[src/verilog/cdw_consts.svh]
// Purpose: offsets, field positions, reset values for the descriptor walker
// Assumes: table laid out as a 16-byte header, then 16-byte descriptors
// Notes:   included by bare name; definitions only
`ifndef CDW_CONSTS_SVH
`define CDW_CONSTS_SVH

// byte offsets inside the host-resident table
`define CDW_HDR_STATUS_OFS  64'h0000_0000_0000_000C
`define CDW_DESC0_OFS       64'h0000_0000_0000_0010
`define CDW_DWORD_STEP      64'h0000_0000_0000_0004

// fields of descriptor dword 0
`define CDW_LEN_MSB         15
`define CDW_LEN_LSB         0
`define CDW_WB_BIT          17
`define CDW_IRQ_BIT         16

// dword positions inside one descriptor
`define CDW_DW_CTRL         2'h0
`define CDW_DW_EP_ADDR      2'h1
`define CDW_DW_HOST_HI      2'h2
`define CDW_DW_HOST_LO      2'h3

// reset values
`define CDW_RST_INDEX       16'h0000
`define CDW_RST_ADDR        64'h0000_0000_0000_0000
`define CDW_RST_WORD        32'h0000_0000

`endif

[src/verilog/cdw_pkg.sv]
// Purpose: types shared by the descriptor walker and its users
// Assumes: dword lengths fit in 16 bits
// Notes:   fields of one launched transfer travel together
package cdw_pkg;

    // one transfer handed to the data mover
    typedef struct packed {
        logic [15:0] len_dw;
        logic [31:0] ep_addr;
        logic [63:0] host_addr;
    } cdw_xfer_type;

    // one-hot walker states
    typedef enum logic [6:0] {
        ST_IDLE   = 7'h01,
        ST_FETCH  = 7'h02,
        ST_LAUNCH = 7'h04,
        ST_RUN    = 7'h08,
        ST_WB     = 7'h10,
        ST_IRQ    = 7'h20,
        ST_NEXT   = 7'h40
    } cdw_state_type;

endpackage

[src/verilog/cdw_walker.sv]
// Purpose: walks a host-resident descriptor table, launching one transfer per descriptor
// Assumes: all inputs come from logic on CLK_SYS; host reads answer one dword at a time
// Notes:   status writeback and completion interrupt are requests held until acknowledged
//
// How it works
// - fetch descriptors one after another from host
// - one transfer launched per processed descriptor
// - progress written to header dword at 0xC
// - written value is zero-based last completed index
// - dword 0: length low, flags 21:16
// - length counts 32-bit dwords, not bytes
// - bit 17 writeback enable, bit 16 interrupt
// - dword 1 is 32-bit endpoint address
// - host address: dword 2 upper, dword 3 lower
// - writeback if descriptor bit or control bit
// - when enabled, write finished index to table
// - interrupt if descriptor bit or header bit
// - send interrupt after the descriptor's transfer completes
// - last completed index shown on status port
`timescale 1ns/1ps
`include "cdw_consts.svh"

module cdw_walker #(
    parameter int IDX_W = 16
) (
    input  wire logic                 CLK_SYS,
    input  wire logic                 RESET,
    // run control
    input  wire logic                 START,
    input  wire logic [63:0]          TABLE_BASE,
    input  wire logic [IDX_W-1:0]     LAST_INDEX,
    input  wire logic                 CTRL_WB_ENABLE,
    input  wire logic                 HDR_IRQ_ENABLE,
    // descriptor reads from host memory
    output logic                      RD_REQ,
    output logic [63:0]               RD_ADDR,
    input  wire logic                 RD_VALID,
    input  wire logic [31:0]          RD_DATA,
    // transfer launch to the data mover
    output logic                      XFER_REQ,
    output cdw_pkg::cdw_xfer_type     XFER_CMD,
    input  wire logic                 XFER_DONE,
    // status writeback into the table header
    output logic                      WB_REQ,
    output logic [63:0]               WB_ADDR,
    output logic [31:0]               WB_DATA,
    input  wire logic                 WB_ACK,
    // completion interrupt
    output logic                      MSI_REQ,
    input  wire logic                 MSI_ACK,
    // status
    output logic                      BUSY,
    output logic                      DESC_EMPTY,
    output logic [IDX_W-1:0]          LAST_DONE_INDEX
);
    import cdw_pkg::*;

    cdw_state_type    state;
    cdw_state_type    next_state;
    logic [63:0]      table_base;
    logic [IDX_W-1:0] last_index;
    logic [IDX_W-1:0] cur_index;
    logic [1:0]       dw_sel;
    logic [31:0]      desc_word [0:3];
    logic             ctrl_wb;
    logic             hdr_irq;

    // decoded descriptor fields and handshake terms
    wire logic        rd_take;
    wire logic        last_dword;
    wire logic        done_writeback_enable;
    wire logic        completion_irq_enable;
    wire logic        list_end;
    wire logic [63:0] first_desc_addr;
    wire logic [63:0] status_addr;
    wire logic [31:0] status_word;
    wire cdw_xfer_type decoded_xfer;
    wire logic        start_take;
    wire logic        xfer_end;
    wire logic        wb_enter;
    wire logic        irq_enter;
    wire logic        step_next;
    wire logic        walk_end;
    wire logic        refetch;

    // a data beat only counts while a read is outstanding
    assign rd_take         = RD_REQ & RD_VALID;
    assign last_dword      = (dw_sel == `CDW_DW_HOST_LO);
    assign list_end        = (cur_index == last_index);
    assign first_desc_addr = TABLE_BASE + `CDW_DESC0_OFS;
    assign status_addr     = table_base + `CDW_HDR_STATUS_OFS;
    assign status_word     = {{(32-IDX_W){1'b0}}, cur_index};

    // state-qualified events, named once so the register processes stay short
    assign start_take = (state == ST_IDLE) && START;
    assign xfer_end   = (state == ST_RUN) && XFER_DONE;
    assign wb_enter   = xfer_end && done_writeback_enable;
    assign irq_enter  = (next_state == ST_IRQ) && (state != ST_IRQ);
    assign step_next  = (state == ST_NEXT) && !list_end;
    assign walk_end   = (state == ST_NEXT) && list_end;
    assign refetch    = (state == ST_FETCH) && !RD_REQ;

    // per-descriptor flags ORed with the run-wide control bits
    assign done_writeback_enable = desc_word[`CDW_DW_CTRL][`CDW_WB_BIT] | ctrl_wb;
    assign completion_irq_enable = desc_word[`CDW_DW_CTRL][`CDW_IRQ_BIT] | hdr_irq;

    // reserved bits 31:22 and 21:18 are ignored, never acted on
    assign decoded_xfer.len_dw    = desc_word[`CDW_DW_CTRL][`CDW_LEN_MSB:`CDW_LEN_LSB];
    assign decoded_xfer.ep_addr   = desc_word[`CDW_DW_EP_ADDR];
    assign decoded_xfer.host_addr = {desc_word[`CDW_DW_HOST_HI],
                                     desc_word[`CDW_DW_HOST_LO]};

    // state sequencing
    always_comb begin
        next_state = state;
        unique case (state)
            ST_IDLE: begin
                // a start while busy is dropped without trace; wait for BUSY low
                if (START) begin
                    next_state = ST_FETCH;
                end
            end
            ST_FETCH: begin
                if (rd_take && last_dword) begin
                    next_state = ST_LAUNCH;
                end
            end
            ST_LAUNCH: begin
                next_state = ST_RUN;
            end
            ST_RUN: begin
                // a done pulse seen in any other state is ignored, so it cannot skip a descriptor
                if (XFER_DONE) begin
                    if (done_writeback_enable) begin
                        next_state = ST_WB;
                    end else if (completion_irq_enable) begin
                        next_state = ST_IRQ;
                    end else begin
                        next_state = ST_NEXT;
                    end
                end
            end
            ST_WB: begin
                if (WB_ACK) begin
                    next_state = completion_irq_enable ? ST_IRQ : ST_NEXT;
                end
            end
            ST_IRQ: begin
                if (MSI_ACK) begin
                    next_state = ST_NEXT;
                end
            end
            ST_NEXT: begin
                next_state = list_end ? ST_IDLE : ST_FETCH;
            end
            default: begin
                next_state = ST_IDLE;
            end
        endcase
    end

    always_ff @(posedge CLK_SYS) begin
        if (RESET) begin
            state <= ST_IDLE;
        end else begin
            state <= next_state;
        end
    end

    // run parameters latched at start; they hold for the whole list
    always_ff @(posedge CLK_SYS) begin
        if (RESET) begin
            table_base <= `CDW_RST_ADDR;
            last_index <= IDX_W'(0);
            ctrl_wb    <= 1'b0;
            hdr_irq    <= 1'b0;
        end else if (start_take) begin
            table_base <= TABLE_BASE;
            last_index <= LAST_INDEX;
            ctrl_wb    <= CTRL_WB_ENABLE;
            hdr_irq    <= HDR_IRQ_ENABLE;
        end
    end

    // descriptor words captured as they arrive; the table is never written here
    genvar gi;
    generate
        for (gi = 0; gi < 4; gi = gi + 1) begin : g_word
            always_ff @(posedge CLK_SYS) begin
                if (RESET) begin
                    desc_word[gi] <= `CDW_RST_WORD;
                end else if (rd_take && dw_sel == 2'(gi)) begin
                    desc_word[gi] <= RD_DATA;
                end
            end
        end
    endgenerate

    // descriptor read port: one dword per request, address walks upward
    always_ff @(posedge CLK_SYS) begin
        if (RESET) begin
            RD_REQ  <= 1'b0;
            RD_ADDR <= `CDW_RST_ADDR;
            dw_sel  <= 2'h0;
        end else if (start_take) begin
            RD_REQ  <= 1'b1;
            RD_ADDR <= first_desc_addr;
            dw_sel  <= 2'h0;
        end else if (rd_take) begin
            // drop request for a cycle so the next address is never confused with the old answer
            RD_REQ  <= 1'b0;
            RD_ADDR <= RD_ADDR + `CDW_DWORD_STEP;
            dw_sel  <= dw_sel + 2'h1;
        end else if (refetch) begin
            RD_REQ  <= 1'b1;
        end else if (step_next) begin
            RD_REQ  <= 1'b1;
        end
    end

    // descriptor index: ascending, one step per finished descriptor
    always_ff @(posedge CLK_SYS) begin
        if (RESET) begin
            cur_index <= IDX_W'(0);
        end else if (start_take) begin
            cur_index <= IDX_W'(0);
        end else if (step_next) begin
            cur_index <= cur_index + IDX_W'(1);
        end
    end

    // transfer launch: one-cycle strobe with the decoded command
    always_ff @(posedge CLK_SYS) begin
        if (RESET) begin
            XFER_REQ <= 1'b0;
            XFER_CMD <= '0;
        end else begin
            XFER_REQ <= (state == ST_LAUNCH);
            if (state == ST_LAUNCH) begin
                XFER_CMD <= decoded_xfer;
            end
        end
    end

    // completed index, visible on the status port even without writeback
    always_ff @(posedge CLK_SYS) begin
        if (RESET) begin
            LAST_DONE_INDEX <= IDX_W'(`CDW_RST_INDEX);
        end else if (xfer_end) begin
            LAST_DONE_INDEX <= cur_index;
        end
    end

    // status writeback into the header, held until taken
    always_ff @(posedge CLK_SYS) begin
        if (RESET) begin
            WB_REQ  <= 1'b0;
            WB_ADDR <= `CDW_RST_ADDR;
            WB_DATA <= `CDW_RST_WORD;
        end else if (wb_enter) begin
            WB_REQ  <= 1'b1;
            WB_ADDR <= status_addr;
            WB_DATA <= status_word;
        end else if (WB_ACK) begin
            WB_REQ  <= 1'b0;
        end
    end

    // completion interrupt, raised only after the transfer and any writeback
    // the message never overtakes the status write, so the host reads a settled index
    always_ff @(posedge CLK_SYS) begin
        if (RESET) begin
            MSI_REQ <= 1'b0;
        end else if (irq_enter) begin
            MSI_REQ <= 1'b1;
        end else if (MSI_ACK) begin
            MSI_REQ <= 1'b0;
        end
    end

    // run status
    always_ff @(posedge CLK_SYS) begin
        if (RESET) begin
            BUSY       <= 1'b0;
            DESC_EMPTY <= 1'b1;
        end else if (start_take) begin
            BUSY       <= 1'b1;
            DESC_EMPTY <= 1'b0;
        end else if (walk_end) begin
            BUSY       <= 1'b0;
            DESC_EMPTY <= 1'b1;
        end
    end

    // the host keeps the table within one 4 KByte page the walker does not check it
    // so a table crossing a page boundary is simply read at the linear addresses
    // a reset in mid-walk abandons the list silently; the header status keeps whatever
    // index was last written, so the host must clear it before starting again

endmodule

[config.mk]
export PLATFORM = sky130hd
export DESIGN_NAME = cdw_walker
export DESIGN_NICKNAME = d
export VERILOG_FILES = /design/src/verilog/cdw_pkg.sv /design/src/verilog/cdw_walker.sv
export VERILOG_INCLUDE_DIRS = /design/src /design/src/verilog
export SDC_FILE = /design/constraint.sdc
export NUM_CORES = 1
export LEC_CHECK = 0
export BUFFER_PORTS_ARGS = -buffer_cell sky130_fd_sc_hd__buf_2
export CORE_UTILIZATION = 45
export DETAILED_ROUTE_END_ITERATION = 16
export PLACE_DENSITY = 0.77
export SYNTH_ARGS = -nofsm -noshare
export SYNTH_HDL_FRONTEND = slang
export SYNTH_SLANG_ARGS = --single-unit
[constraint.sdc]
create_clock -name CLK_SYS -period 2.4 [get_ports CLK_SYS]
set_clock_uncertainty 0.15 [all_clocks]
set_input_delay 0.24 -clock CLK_SYS [delete_from_list [all_inputs] [get_ports CLK_SYS]]
set_output_delay 0.24 -clock CLK_SYS [all_outputs]
set_load 0.05 [all_outputs]
After elaboration in Yosys (flattened, before gate mapping)
Memory sizes are Yosys's and may differ from the RTL's. A register that Yosys moved wholly into a read port is not among the register bits.
Index checks and enable logic that the tools add are counted.
{ "classes": {"eq_ne": 13, "bitwise_logic": 7, "n_reduce_logical": 20, "mux": 41, "addsub": 5} }
{ "ops": {"columns": ["operator", "n"], "rows": [
  ["$mux 32", 4],
  ["$mux 64", 2],
  ["$add 64x3->64 const B", 1],
  ["$add 64x4->64 const B", 1],
  ["$add 64x5->64 const B", 1],
  ["$mux 7", 7],
  ["$pmux 7 s7", 1],
  ["$mux 1", 26],
  ["$add 16x1->16 const B", 1],
  ["$eq 16x16->1", 1],
  ["$eq 7x6->1 const B", 2],
  ["$logic_and 1x1->1", 11],
  ["$reduce_bool 2->1", 4],
  ["$eq 7x1->1 const B", 1],
  ["$eq 7x2->1 const B", 1],
  ["$eq 7x3->1 const B", 1],
  ["$eq 7x4->1 const B", 1],
  ["$eq 7x5->1 const B", 1],
  ["$eq 7x7->1 const B", 1],
  ["$ne 7x6->1 const B", 1],
  ["$or 1x1->1", 6],
  ["$eq 2x2->1 const B", 2],
  ["$reduce_bool 4->1", 1],
  ["$add 2x1->2 const B", 1],
  ["other kinds (6)", 7]
]} }
{ "totals": {"memories": 1, "ramBits": 128, "in_bits": 121, "register_bits": 289, "word_cells": 105, "out_inout_bits": 294} }
{ "mem_list": {"columns": ["memory", "words", "word_bits", "rd", "rd_clocked_by_memory_dff", "write_ports", "line_no", "text"], "rows": [
  ["desc_word", 4, 32, 4, 3, 4, "cdw_walker.sv:64", "logic [31:0] desc_word [0:3];"]
]} }

Logic depth before layout (Yosys ltp)
Gate-level depths: netlist of run 1.
An unclocked memory read counts as a cell.
{ "depth": {"ltp_word": 9, "depth_mapped": 9, "mapped_depth_nobuf": 8} }

Worst setup path after synthesis of run 1
Ideal clock, no wire load.
{ "synth_timing": {"path_type": "register -> register", "from": "register RD_ADDR[8]", "to": "register RD_ADDR[58]", "t_arrival_ns": 2.397, "path_stages_with_launch": 7, "setup_time_ns": 0.134, "period_less_slack_ns": 2.681, "t_required_ns": 2.116, "slack_ns": -0.281, "path_buffers": 0, "cell_sequence": "dfxtp_1 > nand4_1 > or2_2 > or4_1 > nor4_1 > xnor2_1 > o22ai_1"} }
{ "synth_via": {"elab_chain_cells": 3} }
{ "synth_rtl": {"columns": ["item", "line_no", "text"], "rows": [
  ["start, declared", "cdw_walker.sv:36", "output logic [63:0] RD_ADDR,"],
  ["start signal, assigned", "cdw_walker.sv:203", "RD_ADDR <= `CDW_RST_ADDR;"],
  ["start signal, assigned", "cdw_walker.sv:207", "RD_ADDR <= first_desc_addr;"],
  ["start signal, assigned", "cdw_walker.sv:212", "RD_ADDR <= RD_ADDR + `CDW_DWORD_STEP;"],
  ["$add 64x3->64 (no line)", null, null],
  ["$mux 64", "cdw_walker.sv:209", "end else if (rd_take) begin"],
  ["$mux 64", "cdw_walker.sv:205", "end else if (start_take) begin"]
]} }
Every way passes these cells. The select of a mux whose other input is x is not followed.
A chain may end at the register's enable or synchronous reset.

Final worst setup path of run 1
{ "layout_timing": {"from": "register table_base[16]", "to": "register WB_ADDR[54]"} }
{ "layout_via": {"elab_chain_cells": 1} }
{ "layout_rtl": {"columns": ["item", "line_no", "text"], "rows": [
  ["start, declared", "cdw_walker.sv:60", "logic [63:0] table_base;"],
  ["start signal, assigned", "cdw_walker.sv:173", "table_base <= `CDW_RST_ADDR;"],
  ["$add 64x4->64 (no line)", null, null],
  ["end signal, assigned", "cdw_walker.sv:258", "WB_ADDR <= `CDW_RST_ADDR;"],
  ["end signal, assigned", "cdw_walker.sv:262", "WB_ADDR <= status_addr;"],
  ["end, declared", "cdw_walker.sv:45", "output logic [63:0] WB_ADDR,"]
]} }
Every way passes these cells.

==> results.yml, run 1 <==
logic_synthesis:
  synth_compound_area_share_pct: 10.7
  synth_cells: 2430
  synth_edf_count: 114
  async_flop_share_pct: 0
  ys_seq_elements: 499
  synth.avg_cell_area_um2: 8.94
  synth_xor_area_share_pct: 7.91
  synth_mux_area_share_pct: 0.876
  yosysTopAreaCellShare_pct: 35.5
  yosysWarnings: 0
  synth_top_cells_by_area: "dfxtp_1 (35%), edfxtp_1 (16%), nand2_1 (8.7%)"
  synth.most_common_cell: "nand2_1"
  ys_types: 62
  ys_dominant_reg_cell: "dfxtp_1"
  synth_top_family_by_area: "simple AND/OR/NAND/NOR gates"
  synth-seq-area-share_pct: 51.3
  synth_simple_gate_area_share_pct: 24.8
  synth_area_um2: 21700
  yosysTopAreaCell: "dfxtp_1"
  synth_common_cells: "nand2_1 (502), dfxtp_1 (385), a21oi_1 (231)"
  synthAdderAreaFrac_pct: 0.461
power_and_ir_drop:
  ir_drop_mv: 0.622
  power_mw: 20.0
  power.leakage_nw: 11.3
  power.density_nw_per_um2: 701
cts:
  htree_levels: 2
  clk_latency_ps: 630
  clk_pin_slew_worst_paths_ps: 60
  cts.sink_count: 499
  root_buffer: "clkbuf_16"
  clockBufferDepth: 3
  cts_buffers: 53
  cts_tree: "built"
status:
  status: "complete, no violations"
setup_path:
  endpoint: "WB_ADDR[54]"
  worst-path-stages: 6
  r2r-end: "WB_ADDR[54]"
  worstPathRequired_ps: 2760
  end_kind: "register"
  cp-start-kind: "register"
  slowest_delay_ps: 680
  path_class: "register to register"
  cp.buffers_inverters: 0
  crit_fanout: 12
  r2r_start: "table_base[16]"
  critPathSlowestCell: "or4_4"
  r2r_slack_ps: 10
  path_delay_family: "simple AND/OR/NAND/NOR gates"
  critPathArrivalTime_ps: 2750
  rr_worst_depth: 6
  crit_start: "table_base[16]"
  crit_chain: "nand4_2 -> or4_4 -> nor4_4 -> nand3_1 -> xor2_1 -> a211oi_1"
drt:
  viasPerCell: 5.56
  wl_um: 74300
  ant_nets: 0
  drt_first_pass_iters: 6
  drc: 0
  vias: 20420
  initialDrtViolationCount: 2052
  routedWlPerCell_um: 20.2
timing:
  final.period_utilization_pct: 99.4
  fmax_ghz: 0.419
  worst_slack_ps: 14.9
  fin_crit_ps: 2390
  hold_viol_final: 0
  setup_viol: 0
  slew_headroom_pct: 40.6
  tns_ps: 0
  finalMaxSlewViolations: 0
  rsz0062_at_grt: "yes"
  tightestPinTransition_ps: 892
hold_path:
  hold_path.class: "input port to register"
die:
  die_y_um: 222
  initial_utilization_pct: 45.6
  io_pins: 415
  die_w_um: 222
  rows: 80
  fp.dieArea_um2: 49100
  coreArea_um2: 47600
finish:
  drive_above_1_share_pct: 24.9
  nets: 3140
  fillers: 3933
  syn2layout_area_growth_pct: 31.3
placed_design:
  gp_congestion: 0.990
  numPortBuffers: 398
  pre_cts_slack_ps: -8.01
  dp_hpwl_um: 51200
global_route:
  grt_pass1_vias: 20093
  grt_pass1_wl_um: 112000
  grt_start_max_net_pins: 166
  grt_util_all_layers_pct: 28.9
  grt-ovfl-total: 0
  antenna_found_initial: 5
job:
  maxCapViolations: 0
worst min-delay path by stage:
stage	start	to	slack, ps	depth (start not counted)
floorplan	LAST_INDEX[0]	last_index[0]	230	2
global placement	MSI_REQ	MSI_REQ	290	2
detailed placement	XFER_CMD[28]	XFER_CMD[28]	290	2
CTS	RD_VALID	dw_sel[0]	50	5
global route	RD_VALID	dw_sel[1]	100	5
finish	RD_VALID	dw_sel[1]	90	5
per-layer routing:
layer	GRT usage, %	routed length (um)
met5	0	29
met4	13.0	3180
met3	7.59	7030
met2	50.1	36300
met1	33.4	27700
power breakdown:
part / leakage [nW] / total [mW] / switching, mW / internal (mW)
registers: 4.32 / 9.21 / 0.289 / 8.92
logic: 6.13 / 2.38 / 1.58 / 0.806
clock network: 0.869 / 8.41 / 3.61 / 4.80
registers in the layout (all words and copies together) (netlist names), 2 cells and up:
name,cells
state,7
XFER_CMD,112
LAST_DONE_INDEX,16
cur_index,16
RD_ADDR,64
WB_ADDR,64
table_base,64
desc_word,114
last_index,16
WB_DATA,16
dw_sel,2
what timing repair did:
| item | 4_1_cts | 5_1_grt |
|---|---|---|
| hold buffers | 119 | 0 |
| buffers inserted | 0 | 5 |
| endpoints found under the hold margin | 272 | 0 |
| pin swaps | 0 | 10 |
| gates resized for setup | 2 | 35 |
| endpoints found under the setup margin | 6 | 53 |
| cloned | 0 | 2 |
cells by family (layout without fill, tap and decap cells):
kind of cell,count (synthesis),count (layout)
and+or+nand+nor,1115,1115
DFF,499,499
AOI/OAI and AO/OA,391,391
buffers and inverters,201,810
xor gates and xnor gates,196,196
muxes,19,19
adders and majority gates,8,8
other,1,19
layout by cell type, fill, tap and decap left out, types with 7 or more instances in the layout:
cell	instances
nand3b_1	7
and4_1	24
buf_12	14
xnor2_1	95
a211oi_2	9
xor2_1	101
mux2i_1	19
dlygate4sd3_1	119
nor4_1	16
nor3b_2	7
clkbuf_16	56
dfxtp_2	38
and2_1	123
conb_1	16
a21oi_1	231
ha_1	8
nand3_1	79
dfxtp_1	343
clkinv_2	11
a211oi_1	75
nor3_1	33
inv_1	27
nand4_1	55
and3_1	30
o21ai_0	15
edfxtp_1	114
buf_2	397
buf_4	152
or3_1	10
o22ai_1	32
clkbuf_1	12
nor2_1	164
nor3_2	12
nand2_1	502
stage by stage:
step / utilization, % / hold WS [ps] / cell area, um2 / instances
2_1_floorplan: - / 226 / 21800 / 2445
3_3_place_gp: 53.0 / 288 / 25300 / 3445
3_5_place_dp: 53.0 / 293 / 25300 / 3445
4_1_cts: 59.3 / 51.8 / 28300 / 3662
5_1_grt: 59.8 / 102 / 28500 / 3672
6_report: 59.8 / 90.0 / 28500 / 3672
worst reg2reg max path: cells and delay by family, from the launching register on:
| family | cells | cell delay (ps) |
|---|---|---|
| AND/OR/NAND/NOR | 4 | 1410 |
| flip-flops | 1 | 330 |
| AO/OA/AOI/OAI | 1 | 230 |
| XOR/XNOR | 1 | 170 |
cell type report:
cell class | count | area [um2] | share of cell area (%)
multi-input cells | 1745 | 9980 | 35.0
well taps | 615 | 769 | 2.70
repair buffers | 685 | 4660 | 16.4
flip-flops and latches | 499 | 11200 | 39.3
inverters | 27 | 101 | 0.356
clock buffers | 72 | 1480 | 5.19
diodes | 3 | 7.51 | 0.0263
clock inverters | 26 | 307 | 1.08
Note: power is estimated with default switching activity, not from simulation.
==> inputs of run 2 (changes only) <==
==> constraint.sdc (replaced) <==
create_clock -name CLK_SYS -period 2.4 [get_ports CLK_SYS]
set_clock_uncertainty 0.15 [all_clocks]
set_input_delay 0.24 -clock CLK_SYS [delete_from_list [all_inputs] [get_ports CLK_SYS]]
set_output_delay 0.24 -clock CLK_SYS [all_outputs]
set_load 0.1 [all_outputs]
==> run 2 against run 1 <==
Fmax rose by 2.3%; wire length barely moved; count of clock-buffer cells in the layout rose by 4; global-route usage rose by 0.080 points; non-clock buffer count rose by 2; highest routed layer is now met4; critical endpoint is now WB_ADDR[43].
==> results.yml, run 2 (synthesis results as in run 1) <==
drt:
  vias: 20369
  initialDrtViolationCount: 1709
  drc: 0
  ant_nets: 0
  wl_um: 74300
  viasPerCell: 5.55
  routedWlPerCell_um: 20.2
  drt_first_pass_iters: 6
finish:
  largest-register: "desc_word"
  largest_reg_flops: 114
  final_cells: 3673
  syn2layout_area_growth_pct: 31.7
  final_common_cell: "nand2_1"
  drive_above_1_share_pct: 25.4
  nets: 3143
  mostFrequentLayoutCells: "nand2_1 (500), buf_2 (396), dfxtp_1 (331), a21oi_1 (231), nor2_1 (164)"
  reg.largest.list: "desc_word x114, XFER_CMD x112"
  fillers: 3912
  final_util_pct: 60.0
global_route:
  grt_pass1_vias: 19920
  antenna_found_initial: 1
  grt_pass1_wl_um: 111000
  grt_util_all_layers_pct: 29.0
  grt_start_max_net_pins: 149
  grt-ovfl-total: 0
cts:
  cts_buffers: 52
  clk_latency_ps: 620
  root_buffer: "clkbuf_16"
  cts.sink_count: 499
  cts_tree: "built"
  htree_levels: 2
  clk_pin_slew_worst_paths_ps: 60
  clockBufferDepth: 3
setup_path:
  end_kind: "register"
  crit_chain: "nand2_1 -> or4_4 -> buf_4 -> nor3_2 -> buf_4 -> nand4_1 -> xor2_1 -> a211oi_1"
  critPathSlowestCell: "or4_4"
  r2r_start: "table_base[19]"
  r2r-end: "WB_ADDR[43]"
  critPathArrivalTime_ps: 2720
  crit_fanout: 6
  crit_top_cell: "buf_4"
  r2r_slack_ps: 70
  crit_start: "table_base[19]"
  path_delay_family: "simple AND/OR/NAND/NOR gates"
  slowest_delay_ps: 600
  worstPathRequired_ps: 2780
  rr_worst_depth: 8
  cp.buffers_inverters: 2
  path_class: "register to register"
  cp-start-kind: "register"
die:
  die_y_um: 222
  fp.dieArea_um2: 49100
  io_pins: 415
  die_w_um: 222
  coreArea_um2: 47600
  initial_utilization_pct: 45.6
  rows: 80
timing:
  final.period_utilization_pct: 97.2
  setup_viol: 0
  worst_hold_slack_ps: 65.9
  tightestPinTransition_ps: 870
  finalMaxSlewViolations: 0
  fin_crit_ps: 2330
  tns_ps: 0
  hold_viol_final: 0
  slew_headroom_pct: 42.0
  fmax_ghz: 0.429
power_and_ir_drop:
  power.density_nw_per_um2: 707
  ir_drop_mv: 0.642
  power.leakage_nw: 11.3
hold_path:
  min_to: "state[0]"
  hold_path.class: "input port to register"
  holdPathStages: 3
  holdCritStartpoint: "START"
placed_design:
  dp_hpwl_um: 51600
  gp_congestion: 0.962
  numPortBuffers: 398
  dp_cells: 3440
job:
  maxCapViolations: 0
status:
  status: "complete, no violations"
==> run 2: changes by cell type in the layout (fill, tap and decap cells not counted), moves of 3 or more <==
cell       previous run  this run
dfxtp_4               4        34
a211oi_1             75        78
dfxtp_1             343       331
dfxtp_2              38        20
a211oi_2              9         6
clkinv_2             11         6
bufinv_16             4         1
==> run 2: repair_timing <==
action                                  4_1_cts  5_1_grt
setup buffers                                 0       12
gates resized for setup                       1       32
hold endpoints to repair                    256        0
gates cloned                                  0        5
pin swaps                                     0        9
endpoints found under the setup margin       23       62
hold buffers                                118        0
==> run 2: worst register-to-register path, cell delays in order (launching register included) <==
cell	delay, ps
dfxtp_2	380
nand2_1	80
or4_4	600
buf_4	190
nor3_2	170
buf_4	180
nand4_1	120
xor2_1	170
a211oi_1	220
==> run 2: how the worst max path moves through the flow <==
stage | cells after the start | slack [ps] | end
CTS | 7 | 10 | WB_ADDR[61]
floorplan | 7 | -40 | RD_ADDR[58]
global placement | 6 | 50 | WB_ADDR[28]
detailed placement | 6 | -50 | WB_ADDR[29]
finish | 8 | 70 | WB_ADDR[43]
global route | 6 | -7 | cur_index[15]
==> run 2: area by class of cell <==
type / count / area [um2] / share of cell area [%]
Timing Repair Buffer: 687 / 4700 / 16.5
Sequential cell: 499 / 11300 / 39.5
Clock buffer: 76 / 1510 / 5.30
Antenna cell: 1 / 2.50 / 0.00875
Tap cell: 615 / 769 / 2.69
Clock inverter: 21 / 201 / 0.705
Multi-Input combinational cell: 1747 / 10000 / 35.0
Inverter: 27 / 101 / 0.355
==> run 2: metrics by stage <==
| step | instance area, um2 | setup WS (ps) | power [mW] |
|---|---|---|---|
| 3_3_place_gp | 25400 | 51.0 | 12.0 |
| 5_1_grt | 28600 | -7.20 | 20.8 |
| 6_report | 28600 | 67.5 | 20.2 |
| 4_1_cts | 28300 | 9.73 | 20.2 |
| 3_5_place_dp | 25400 | -49.5 | 12.0 |
| 2_1_floorplan | 22000 | -39.4 | 11.2 |
==> run 2: report_power, final <==
group	total (mW)	internal [mW]	leakage (nW)	switching, mW
clock	8.11	4.54	0.831	3.57
combinational	2.88	0.801	6.16	2.08
sequential	9.21	8.92	4.34	0.290
total	20.2	14.3	11.3	5.94
==> run 2: routing by layer <==
layer | wire (um) | track usage [%]
met3 | 6050 | 7.47
met5 | 0 | 0
met1 | 28400 | 33.4
met4 | 3100 | 12.5
met2 | 36800 | 50.6
